[src/lane_router_pkg.sv]
// Package: constants, register layout and carrier types for the lane router
package lane_router_pkg;

  // Register map, word aligned
  localparam int               ADDR_W      = 8;
  localparam logic [7:0]       CFG_ADDR    = 8'h00;
  localparam logic [7:0]       STATUS_ADDR = 8'h04;

  // Operating mode encodings of the mode field
  localparam logic [1:0]       MODE_LAN    = 2'h0;
  localparam logic [1:0]       MODE_WAN    = 2'h1;
  localparam logic [1:0]       MODE_GBE    = 2'h2;

  // Line rate codes shown in status
  localparam logic [1:0]       RATE_LAN    = 2'h0;  // 10.3125 Gbps 64b/66b
  localparam logic [1:0]       RATE_WAN    = 2'h1;  // 9.953 Gbps STS-192c
  localparam logic [1:0]       RATE_GBE    = 2'h2;  // 1.25 Gbps 8b/10b

  // Host lane positions
  localparam int               NUM_LANES   = 4;
  localparam logic [1:0]       LANE_A      = 2'h0;  // RXAUI first lane, 1G default lane
  localparam logic [1:0]       LANE_B      = 2'h2;  // RXAUI second lane
  localparam logic [1:0]       LANE_ALT    = 2'h3;  // 1G alternate lane

  // Index of the last beat of a data word on the host side
  localparam logic [1:0]       LAST_XAUI   = 2'h0;
  localparam logic [1:0]       LAST_RXAUI  = 2'h1;
  localparam logic [1:0]       LAST_GBE    = 2'h3;

  // Reinitialisation hold time after a configuration change
  localparam int               REINIT_NS     = 160;
  localparam int               CLK_PERIOD_NS = 10;
  localparam int               REINIT_CYC    = (REINIT_NS + CLK_PERIOD_NS - 1) / CLK_PERIOD_NS;

  // Configuration register layout, bits 7:0 of the config word
  typedef struct packed {
    logic       xconn;   // Take ingress from the peer port's PMA
    logic       mac_en;  // MAC stages requested
    logic       sec_en;  // Security stage requested
    logic       ts_en;   // Timestamping stage requested
    logic       lane3;   // 1G host lane on position 3 instead of 0
    logic       rxaui;   // Two-lane host interface
    logic [1:0] mode;    // Line-side operating mode
  } cfg_t;

  localparam cfg_t CFG_RESET = '{default: 1'b0};

  // Stages on the active path, bits 10:0 of the status word
  typedef struct packed {
    logic fc_buf;    // Flow control buffer does rate compensation, else rate FIFO
    logic mac;       // MAC stages in path
    logic sec;       // Security stage in path
    logic ts;        // Timestamping stage in path
    logic xgxs;      // 10G host coding and lane alignment
    logic pcs1g_h;   // Host-side 1G PCS
    logic pcs1g_l;   // Line-side 1G PCS
    logic pcs10;     // 10G PCS
    logic wis_tx;    // WAN sublayer, transmit direction
    logic wis_rx;    // WAN sublayer, receive direction
    logic busy;      // Data path held in reinitialisation
  } path_t;

  localparam path_t PATH_RESET = '{default: 1'b0};

endpackage

[src/phy_datapath_mode_lane_router.sv]
// Per-channel data path router: line/host mode selection, lane mapping and stage steering
//
// Implementation choices: the register addresses and the address-and-strobe port.
`timescale 1ns/1ps

module phy_datapath_mode_lane_router #(
  parameter int W = 32
) (
  input  wire logic                                 clock,
  input  wire logic                                 rst_b,
  input  wire logic [lane_router_pkg::ADDR_W-1:0]   reg_addr,
  input  wire logic [31:0]                          reg_wdata,
  input  wire logic                                 reg_wr,
  input  wire logic                                 reg_rd,
  output logic      [31:0]                          reg_rdata,
  input  wire logic [W-1:0]                         line_rx_data,
  input  wire logic                                 line_rx_valid,
  output logic                                      line_rx_ready,
  input  wire logic [W-1:0]                         peer_rx_data,
  input  wire logic                                 peer_rx_valid,
  output logic                                      peer_rx_ready,
  output logic      [3:0][W/4-1:0]                  host_tx_data,
  output logic      [3:0]                           host_tx_lane_en,
  output logic                                      host_tx_valid,
  input  wire logic                                 host_tx_ready,
  input  wire logic [3:0][W/4-1:0]                  host_rx_data,
  input  wire logic                                 host_rx_valid,
  output logic      [W-1:0]                         line_tx_data,
  output logic                                      line_tx_valid,
  output lane_router_pkg::path_t                    path,
  output logic      [1:0]                           line_rate
);
  import lane_router_pkg::*;

  localparam int LW = W / 4;

  // Configuration and reinitialisation state
  cfg_t              cfg_q;
  logic [7:0]        reinit_q;
  logic [7:0]        reinit_d;
  path_t             path_d;
  logic [1:0]        rate_d;

  // Ingress two-entry buffer
  logic [1:0][W-1:0] mem_q;
  logic              wp_q;
  logic              rp_q;
  logic [1:0]        cnt_q;
  logic [1:0]        cnt_d;
  logic              src_rdy_q;

  // Ingress serializer toward the host lanes
  logic [W-1:0]      word_q;
  logic [W-1:0]      word_d;
  logic [1:0]        beat_q;
  logic [1:0]        beat_d;
  logic              txv_d;
  logic [3:0][LW-1:0] lane_d;
  logic [3:0]        lane_en_d;

  // Egress gather from the host lanes
  logic [3:0][LW-1:0] acc_q;
  logic [3:0][LW-1:0] acc_d;
  logic [1:0]        gbeat_q;
  logic [3:0][2:0]   gmap;

  // Register decode; STATUS is read-only, so writes to it and to unmapped addresses are dropped
  wire        hit_cfg    = reg_addr == CFG_ADDR;
  wire        hit_status = reg_addr == STATUS_ADDR;
  wire cfg_t  cfg_w      = cfg_t'(reg_wdata[7:0]);
  wire        cfg_wr     = reg_wr && hit_cfg;
  // Static fields changing, or the ingress source switching, restarts the path
  wire [4:0]  static_w   = {cfg_w.mode, cfg_w.rxaui, cfg_w.lane3, cfg_w.xconn};
  wire [4:0]  static_q   = {cfg_q.mode, cfg_q.rxaui, cfg_q.lane3, cfg_q.xconn};
  wire        restart    = cfg_wr && (static_w != static_q);
  wire        busy       = reinit_q != 8'h00;
  wire        is_gbe     = cfg_q.mode == MODE_GBE;
  wire        is_wan     = cfg_q.mode == MODE_WAN;
  wire [1:0]  last_beat  = is_gbe ? LAST_GBE : (cfg_q.rxaui ? LAST_RXAUI : LAST_XAUI);
  wire [1:0]  gbe_lane   = cfg_q.lane3 ? LANE_ALT : LANE_A;

  // Cross connect picks the ingress source; egress only ever reaches the own PMA
  wire [W-1:0] src_data  = cfg_q.xconn ? peer_rx_data : line_rx_data;
  wire         src_valid = cfg_q.xconn ? peer_rx_valid : line_rx_valid;
  wire         push      = src_valid && src_rdy_q && !busy;
  wire         last_out  = beat_q == last_beat;
  wire         beat_take = host_tx_valid && host_tx_ready;
  wire         drain     = !host_tx_valid || (beat_take && last_out);
  wire         pop       = (cnt_q != 2'h0) && drain && !busy;
  wire         gath_last = gbeat_q == last_beat;

  // Chunk carried by a lane at a given beat: {enable, chunk index}
  // The configuration comes in as arguments so every caller follows a mode change
  function automatic logic [2:0] lane_map(
    input logic [1:0] lane,
    input logic [1:0] beat,
    input logic       gbe,
    input logic       two_lane,
    input logic [1:0] sel_lane
  );
    logic [2:0] r;
    r = 3'h0;
    if (gbe) begin
      if (lane == sel_lane) r = {1'b1, beat};
    end else if (two_lane) begin
      if (lane == LANE_A) r = {1'b1, beat[0], 1'b0};
      else if (lane == LANE_B) r = {1'b1, beat[0], 1'b1};
    end else begin
      r = {1'b1, lane};
    end
    return r;
  endfunction

  // Stages on the path follow the mode and the stage enables; MACs need security in 10G
  // With the MACs out, the rate FIFO covers the host/line rate gap instead
  always_comb begin
    path_d         = PATH_RESET;
    path_d.busy    = busy || restart;
    path_d.wis_rx  = is_wan;
    path_d.wis_tx  = is_wan;
    path_d.pcs10   = !is_gbe;
    path_d.xgxs    = !is_gbe;
    path_d.pcs1g_l = is_gbe;
    path_d.pcs1g_h = is_gbe;
    path_d.ts      = cfg_q.ts_en;
    path_d.sec     = cfg_q.sec_en;
    path_d.mac     = cfg_q.mac_en && (is_gbe || cfg_q.sec_en);
    path_d.fc_buf  = path_d.mac;
    rate_d         = is_gbe ? RATE_GBE : (is_wan ? RATE_WAN : RATE_LAN);
  end

  // Configuration register and reinitialisation counter
  // A write that only flips stage enables keeps traffic flowing
  assign reinit_d = restart ? 8'(REINIT_CYC) : (busy ? reinit_q - 8'h01 : 8'h00);

  always_ff @(posedge clock) begin
    if (!rst_b) begin
      cfg_q    <= CFG_RESET;
      reinit_q <= 8'(REINIT_CYC);
    end else begin
      if (cfg_wr) cfg_q <= cfg_w;
      reinit_q <= reinit_d;
    end
  end

  // Readable words
  wire [31:0] cfg_word    = {24'h0, cfg_q};
  wire [31:0] status_word = {16'h0, cnt_q, line_rate, 1'b0, path};

  // Read data stands in the cycle after the read strobe only
  always_ff @(posedge clock) begin
    if (!rst_b) begin
      reg_rdata <= 32'h0;
    end else if (reg_rd && hit_cfg) begin
      reg_rdata <= cfg_word;
    end else if (reg_rd && hit_status) begin
      reg_rdata <= status_word;
    end else begin
      reg_rdata <= 32'h0;
    end
  end

  // Path and rate status
  always_ff @(posedge clock) begin
    if (!rst_b) begin
      path      <= PATH_RESET;
      line_rate <= RATE_LAN;
    end else begin
      path      <= path_d;
      line_rate <= rate_d;
    end
  end

  // Ingress buffer: flushed while the path restarts; ready back-pressure means a stall never drops a word
  // Pointers restart at zero so a flushed path starts clean
  assign cnt_d = (busy || restart) ? 2'h0 : 2'(cnt_q + {1'b0, push} - {1'b0, pop});
  wire   can_take = !busy && !restart && (cnt_d != 2'h2);

  always_ff @(posedge clock) begin
    if (!rst_b) begin
      mem_q     <= '0;
      wp_q      <= 1'b0;
      rp_q      <= 1'b0;
      cnt_q     <= 2'h0;
      src_rdy_q <= 1'b0;
    end else begin
      if (push) mem_q[wp_q] <= src_data;
      wp_q      <= (busy || restart) ? 1'b0 : wp_q ^ push;
      rp_q      <= (busy || restart) ? 1'b0 : rp_q ^ pop;
      cnt_q     <= cnt_d;
      src_rdy_q <= can_take;
    end
  end

  // Ready goes only to the source the cross connect has selected
  // Ready follows the next count, so a word taken while ready falls still has room
  always_ff @(posedge clock) begin
    if (!rst_b) begin
      line_rx_ready <= 1'b0;
      peer_rx_ready <= 1'b0;
    end else begin
      line_rx_ready <= can_take && !cfg_q.xconn;
      peer_rx_ready <= can_take && cfg_q.xconn;
    end
  end

  // Serializer next state: load a word, or step through its beats
  always_comb begin
    word_d = word_q;
    beat_d = beat_q;
    txv_d  = host_tx_valid;
    if (busy || restart) begin
      txv_d  = 1'b0;
      beat_d = 2'h0;
    end else if (pop) begin
      word_d = mem_q[rp_q];
      beat_d = 2'h0;
      txv_d  = 1'b1;
    end else if (beat_take) begin
      if (last_out) txv_d = 1'b0;
      else beat_d = beat_q + 2'h1;
    end
  end

  // Lane contents for the next beat; unused lanes are quiet
  // so the host never mistakes a stale chunk for data
  for (genvar l = 0; l < NUM_LANES; l++) begin : g_tx_lane
    wire [2:0] m = lane_map(2'(l), beat_d, is_gbe, cfg_q.rxaui, gbe_lane);
    // Chunk this lane carries at the current egress gather beat
    assign gmap[l]      = lane_map(2'(l), gbeat_q, is_gbe, cfg_q.rxaui, gbe_lane);
    assign lane_en_d[l] = m[2] && txv_d;
    assign lane_d[l]    = lane_en_d[l] ? word_d[m[1:0]*LW +: LW] : '0;
  end

  always_ff @(posedge clock) begin
    if (!rst_b) begin
      word_q          <= '0;
      beat_q          <= 2'h0;
      host_tx_valid   <= 1'b0;
      host_tx_data    <= '0;
      host_tx_lane_en <= 4'h0;
    end else begin
      word_q          <= word_d;
      beat_q          <= beat_d;
      host_tx_valid   <= txv_d;
      host_tx_data    <= lane_d;
      host_tx_lane_en <= lane_en_d;
    end
  end

  // Egress gather: each active lane fills its chunk of the line word
  always_comb begin
    acc_d = acc_q;
    for (int l = 0; l < NUM_LANES; l++) begin
      if (gmap[l][2]) begin
        acc_d[gmap[l][1:0]] = host_rx_data[l];
      end
    end
  end

  // Completed words go to the own PMA only
  // Beats that arrive while the path restarts are dropped and the gather starts over
  always_ff @(posedge clock) begin
    if (!rst_b) begin
      acc_q         <= '0;
      gbeat_q       <= 2'h0;
      line_tx_data  <= '0;
      line_tx_valid <= 1'b0;
    end else if (busy || restart) begin
      gbeat_q       <= 2'h0;
      line_tx_valid <= 1'b0;
    end else if (host_rx_valid) begin
      acc_q         <= acc_d;
      gbeat_q       <= gath_last ? 2'h0 : gbeat_q + 2'h1;
      line_tx_valid <= gath_last;
      if (gath_last) line_tx_data <= acc_d;
    end else begin
      line_tx_valid <= 1'b0;
    end
  end

endmodule // phy_datapath_mode_lane_router

[config.mk]
export PLATFORM = sky130hd
export DESIGN_NAME = phy_datapath_mode_lane_router
export DESIGN_NICKNAME = d
export VERILOG_FILES = /design/src/lane_router_pkg.sv /design/src/phy_datapath_mode_lane_router.sv
export SDC_FILE = /design/constraint.sdc
export NUM_CORES = 1
export LEC_CHECK = 0
export ABC_AREA = 0
export BUFFER_PORTS_ARGS = -buffer_cell sky130_fd_sc_hd__buf_2
export CORE_MARGIN = 2
export CORE_UTILIZATION = 25
export CTS_BUF_LIST = sky130_fd_sc_hd__clkbuf_8
export CTS_CLUSTER_SIZE = 20
export DETAILED_ROUTE_END_ITERATION = 10
export HOLD_SLACK_MARGIN = 0.06
export PLACE_DENSITY = 0.42
export REMOVE_ABC_BUFFERS = 1
export SLEW_MARGIN = 20
export SYNTH_ARGS = -nofsm -noshare
export SYNTH_HDL_FRONTEND = slang
export SYNTH_SLANG_ARGS = --single-unit
[constraint.sdc]
create_clock -name clock -period 7.95 [get_ports clock]
set_input_delay 1.59 -clock clock [delete_from_list [all_inputs] [get_ports clock]]
set_output_delay 1.59 -clock clock [all_outputs]
set_load 0.01 [all_outputs]
=== Word-level counts from Yosys, hierarchy flattened ===
Cells that the tools add are included.

* Register bits after elaboration: 249
* Input port bits: 144
* Output and inout bits: 117
* Word-level logic and storage cells: 193

* Add/subtract/negate cells: 5
* Magnitude comparators: 11
* Eq/ne operators: 10
* Shift-type cells: 4
* Multiplexer cells: 65
* Bitwise operators: 7
* Reduce and logical (&&, ||, !) cells: 48

{| class="wikitable"
|+ Operator list
! cell !! number
|-
| 2-to-1 mux 32 bit || 10
|-
| bitwise mux 32 bit || 4
|-
| variable part select 32 x 6 -> 8 bit || 4
|-
| bitwise mux 64 bit || 1
|-
| demux 8 bit (select 2 bit) || 4
|-
| 2-to-1 mux 3 bit || 18
|-
| 2-to-1 mux 8 bit || 6
|-
| demux 32 bit (select 1 bit) || 1
|-
| 2-to-1 mux 2 bit || 13
|-
| logical AND 1 bit || 24
|-
| less-than comparator 2 x 3 -> 1 bit, second input constant || 4
|-
| AND reduction 2 bit || 5
|-
| OR reduction 3 bit || 3
|-
| equality test 8 x 3 -> 1 bit, second input constant || 1
|-
| >= comparator 2 x 1 -> 1 bit, second input constant || 4
|-
| logical NOT 8 bit || 1
|-
| nonzero test 8 bit || 1
|-
| subtractor 8 x 1 -> 8 bit, second input constant || 1
|-
| 2-to-1 mux 1 bit || 7
|-
| OR reduction 2 bit || 3
|-
| logical NOT 1 bit || 5
|-
| 2-to-1 mux 5 bit || 1
|-
| != test 5 bit || 1
|-
| inverter 1 bit || 5
|-
| other kinds (16) || 23
|}

=== Depth between registers and ports, before layout ===
* Depth in word-level cells: 16
* Depth in mapped cells: 15
* Gate-level depth less buffers: 14

=== Worst setup path after synthesis ===
Ideal clock, no wire load.

* Path type: input to register
* Start point: input reg_addr[5] in the netlist's numbering
* End point: register host_tx_data[5] in the netlist's numbering
* Setup time: 0.077 ns
* Arrival time: 3.470 ns
* Required time: 7.873 ns
* Slack: 4.404 ns
* Stages: 9
* Path buffers: 2
* Path through: nor4_1 nand3_1 a22o_2 o2111a_4 a31o_1 buf_6 buf_8 mux2_4 o22ai_1

* Word-level cells in the longest chain between the ends: 8
* Elaborated cells on any way between the ends: 13
* Classes of those cells: shift: 1; mux: 6; reduce/logical: 6

{| class="wikitable"
|+ RTL lines
! element !! line !! text
|-
| from (decl) || phy_datapath_mode_lane_router.sv:11 || <nowiki>input wire logic [lane_router_pkg::ADDR_W-1:0] reg_addr,</nowiki>
|-
| logical NOT 8 bit * || phy_datapath_mode_lane_router.sv:68 || <nowiki>wire hit_cfg = reg_addr == CFG_ADDR;</nowiki>
|-
| logical AND 1 bit * || phy_datapath_mode_lane_router.sv:71 || <nowiki>wire cfg_wr = reg_wr && hit_cfg;</nowiki>
|-
| logical AND 1 bit * || phy_datapath_mode_lane_router.sv:75 || <nowiki>wire restart = cfg_wr && (static_w != static_q);</nowiki>
|-
| logical OR 1 bit * || phy_datapath_mode_lane_router.sv:212 || <nowiki>if (busy || restart) begin</nowiki>
|-
| 2-to-1 mux 2 bit || phy_datapath_mode_lane_router.sv:212 ||
|-
| 2-to-1 mux 3 bit / 2-to-1 mux 2 bit (equally long branches) || phy_datapath_mode_lane_router.sv:104, phy_datapath_mode_lane_router.sv:105 ||
|-
| 2-to-1 mux 3 bit || phy_datapath_mode_lane_router.sv:103 || <nowiki>if (gbe) begin</nowiki>
|-
| variable part select 32 x 6 -> 8 bit || phy_datapath_mode_lane_router.sv:232 || <nowiki>assign lane_d[l] = lane_en_d[l] ? word_d[m[1:0]*LW +: LW] : '0;</nowiki>
|-
| to (signal assigned) || phy_datapath_mode_lane_router.sv:246 || <nowiki>host_tx_data <= lane_d;</nowiki>
|-
| to (decl) || phy_datapath_mode_lane_router.sv:22 || <nowiki>output logic [3:0][W/4-1:0] host_tx_data,</nowiki>
|}

Every way passes the cells marked *; elsewhere a longest branch is shown, timed or not.
A chain may end at the register's enable or synchronous reset.

=== Worst setup path in the final report ===
* Start point: input reg_wdata[0]
* End point: register host_tx_data[4] in the netlist's numbering

* Word-level cells in the longest chain between the ends: 7
* Elaborated cells on any way between the ends: 12
* Classes of those cells: eq/ne: 1; shift: 1; mux: 6; reduce/logical: 4

{| class="wikitable"
|+ RTL lines
! element !! line !! text
|-
| from (decl) || phy_datapath_mode_lane_router.sv:12 || <nowiki>input wire logic [31:0] reg_wdata,</nowiki>
|-
| != test 5 bit * || phy_datapath_mode_lane_router.sv:75 ||
|-
| logical AND 1 bit * || phy_datapath_mode_lane_router.sv:75 ||
|-
| logical OR 1 bit * || phy_datapath_mode_lane_router.sv:212 ||
|-
| 2-to-1 mux 2 bit || phy_datapath_mode_lane_router.sv:212 ||
|-
| 2-to-1 mux 3 bit / 2-to-1 mux 2 bit (equally long branches) || phy_datapath_mode_lane_router.sv:104, phy_datapath_mode_lane_router.sv:105 ||
|-
| 2-to-1 mux 3 bit || phy_datapath_mode_lane_router.sv:103 ||
|-
| variable part select 32 x 6 -> 8 bit || phy_datapath_mode_lane_router.sv:232 ||
|}

Marked as above.

==> metrics.yaml <==
grt_pass1_wl_mm: 50.9
async_flop_share_pct: 0
worst_skew_pair.late_latency_ns: 0.60
fin_util_pct: 30.5
antenna_found_initial: 3
rsz0062_at_grt: "false"
critPathMaxFanout: 16
max-vdd-ir-drop_mv: 0.108
cp.required_ns: 8.46
synthCells: 1160
synth-main-ff-cell: "dfxtp_1"
slew_headroom_pct: 26.1
avgSynthCellArea_um2: 9.43
ant_nets: 0
ys_top_cells_by_area: "dfxtp_1, mux2i_1, a211oi_1"
row_count: 76
period_minus_slack_ns: 3.80
drt_pass1_iterations: 5
wl_met3_mm: 1.98
synth-seq-cells: 247
wirelength_mm: 33.9
numCtsBuffers: 46
setup_viol: 0
clock.fmax_mhz: 263
antenna_cells: 0
ys_warn_count: 0
cts_max_level: 2
areaGrowthSynthToFinish_pct: 20.5
wl_met1_mm: 15.4
yosysUniqueCellTypes: 56
syn_area_mm2: 0.0109
wire_per_inst_um: 17.3
maxCapViolCount: 0
status: "completed"
topRoutingLayerUsed: "met5"
num_vias: 8958
synth-edff-count: 0
first_iter_violations: 364
drc: 0
coreArea_mm2: 0.0432
grt_pass1_vias: 8883
hold_class: "reg -> reg"
via_per_inst: 4.58
cts_buffer_depth: 3
die_w_um: 213
ios: 261
start_util_pct: 25.3
pwr_density_cell_mw_per_mm2: 207
cp-start-kind: "primary input"
fin_crit_sh_pct: 47.8
slew_viol_final: 0
tightest_slew_ns: 1.11
p_leak_nw: 5.31
hpwlAfterDp_mm: 22.4
skew_ns: 0.0318
postCtsSetupBuffers: 0
path_class: "in -> reg"
dieArea_mm2: 0.0454
cts_sinks: 247
cts_hold_buffers: 0
yosysSeqAreaShare_pct: 45.2
nets: 1497
hold_viol_final: 0
end_kind: "flip-flop"
gr-total-overflow: 0
arrival_ns: 4.32
grt_max_degree: 85
path_clk_slew_ns: 0.06
routabilityCongestion: 0.759
layout-drive-gt1-share_pct: 26.6
io_buffers: 219
cts_tree: "done"
dr_wl_met2_mm: 15.8
synth_top_cell_by_area: "dfxtp_1"
finalSetupTns_ns: 0
synth_top_cell_area_share_pct: 45.2
grt_usage_pct: 14.6
cts_resized: 0
cts-root-buf: "clkbuf_8"
die_h_um: 213
-- Yosys cell counts (all sizes together) (2+ instances only) --
cell / n
a211oi: 121
a21oi: 38
a22o: 9
a31o: 2
a31oi: 9
and2: 7
and3: 9
buf: 50
clkbuf: 58
dfxtp: 247
ha: 6
inv: 11
mux2: 57
mux2i: 138
nand2: 44
nand2b: 8
nand3: 18
nand4: 2
nor2: 220
nor2b: 9
nor3: 8
nor3b: 2
nor4: 3
o2111a: 2
o21ai: 36
o22ai: 8
o31ai: 2
o32ai: 8
or2: 2
xnor2: 5
xor2: 10
-- path summary, 6_finish.rpt --
check,from,end,slack (ns),cells after the start
setup / recovery,reg_wdata[0],host_tx_data[4]$_SDFF_PN0_,4.15,8
hold / removal,cfg_q[4]$_SDFFE_PN0P_,reg_rdata[4]$_SDFF_PN0_,0.46,2
setup reg to reg,cfg_q[2]$_SDFFE_PN0P_,host_tx_data[4]$_SDFF_PN0_,4.34,8
hold reg to reg,cfg_q[4]$_SDFFE_PN0P_,reg_rdata[4]$_SDFF_PN0_,0.46,2
-- sequential cells by signal (all words and copies together) (netlist names), 2 cells and up --
signal / flops
reg_rdata: 14
gbeat_q: 2
line_tx_data: 32
beat_q: 2
mem_q: 64
word_q: 32
acc_q: 32
host_tx_data: 32
cnt_q: 2
cfg_q: 8
host_tx_lane_en: 4
path: 7
reinit_q: 8
-- cells in the final DEF (no fill, tap or decap), types with 3 or more instances in the layout --
cell type / synthesis / routed
dfxtp_1: 247 / 245
buf_2: 9 / 219
nor2_1: 219 / 218
mux2i_1: 138 / 138
a211oi_1: 121 / 121
clkbuf_8: 0 / 51
mux2_2: 49 / 49
nand2_1: 42 / 42
a21oi_1: 38 / 38
o21ai_0: 36 / 36
inv_1: 10 / 25
nand3_1: 18 / 18
conb_1: 1 / 17
buf_4: 25 / 12
xor2_1: 10 / 10
nor2b_1: 9 / 9
a31oi_1: 9 / 9
and3_1: 9 / 9
nand2b_1: 8 / 8
o32ai_1: 8 / 8
mux2_4: 8 / 8
o22ai_1: 8 / 8
a22o_1: 8 / 8
and2_1: 6 / 6
nor3_1: 7 / 6
xnor2_1: 5 / 5
ha_1: 6 / 4
nor4_1: 3 / 3
clkinv_2: 0 / 3
-- through the flow --
| step | power [mW] | area, µm² | instances | setup WS [ns] | hold slack, ns |
|---|---|---|---|---|---|
| 6_report | 2.72 | 13200 | 1956 | 4.15 | 0.464 |
| 3_3_place_gp | 1.63 | 12400 | 1884 | 3.52 | 0.455 |
| 5_1_grt | 2.86 | 13200 | 1956 | 4.06 | 0.498 |
| 2_1_floorplan | 1.52 | 10400 | 1068 | 1.93 | 0.426 |
| 4_1_cts | 2.78 | 13200 | 1956 | 4.17 | 0.472 |
| 3_5_place_dp | 1.63 | 12400 | 1884 | 3.50 | 0.459 |
-- where the power goes --
part,internal (mW),total [mW],switching (mW)
registers,1.29,1.33,0.0331
clock network,0.580,1.12,0.537
logic,0.114,0.281,0.167
-- metal layers --
layer / vias to the layer above / global-route usage, %
li1: 4455 / -
met1: 4246 / 18.6
met2: 193 / 24.0
met3: 58 / 3.99
met4: 6 / 4.45
met5: - / 0
-- layout make-up --
| cell class | count | area (µm²) |
|---|---|---|
| Multi-Input combinational cell | 810 | 5470 |
| Timing Repair Buffer | 231 | 1190 |
| Tap cell | 585 | 732 |
| Fill cell | 4655 | 30000 |
| Sequential cell | 247 | 4950 |
| Inverter | 11 | 43.8 |
| Clock buffer | 51 | 702 |
| Clock inverter | 21 | 95.1 |
-- logic make-up after synthesis --
| family | count (synthesis) | synth area share, % |
|---|---|---|
| xor+xnor | 15 | 1.20 |
| compound gates | 238 | 15.0 |
| fa+ha+maj | 6 | 0.686 |
| flops | 247 | 45.2 |
| mux | 195 | 18.8 |
| other cells | 1 | 0.0343 |
| buf+inv | 119 | 5.46 |
| simple gates | 339 | 13.6 |
-- worst max-delay path: stages --
cell	delay, ns
buf_2	0.12
xor2_1	0.14
nor3_1	0.42
a22o_2	0.30
o2111a_4	0.26
a31o_1	0.89
mux2_2	0.42
o22ai_1	0.17
(Power assumes the default switching activity.)
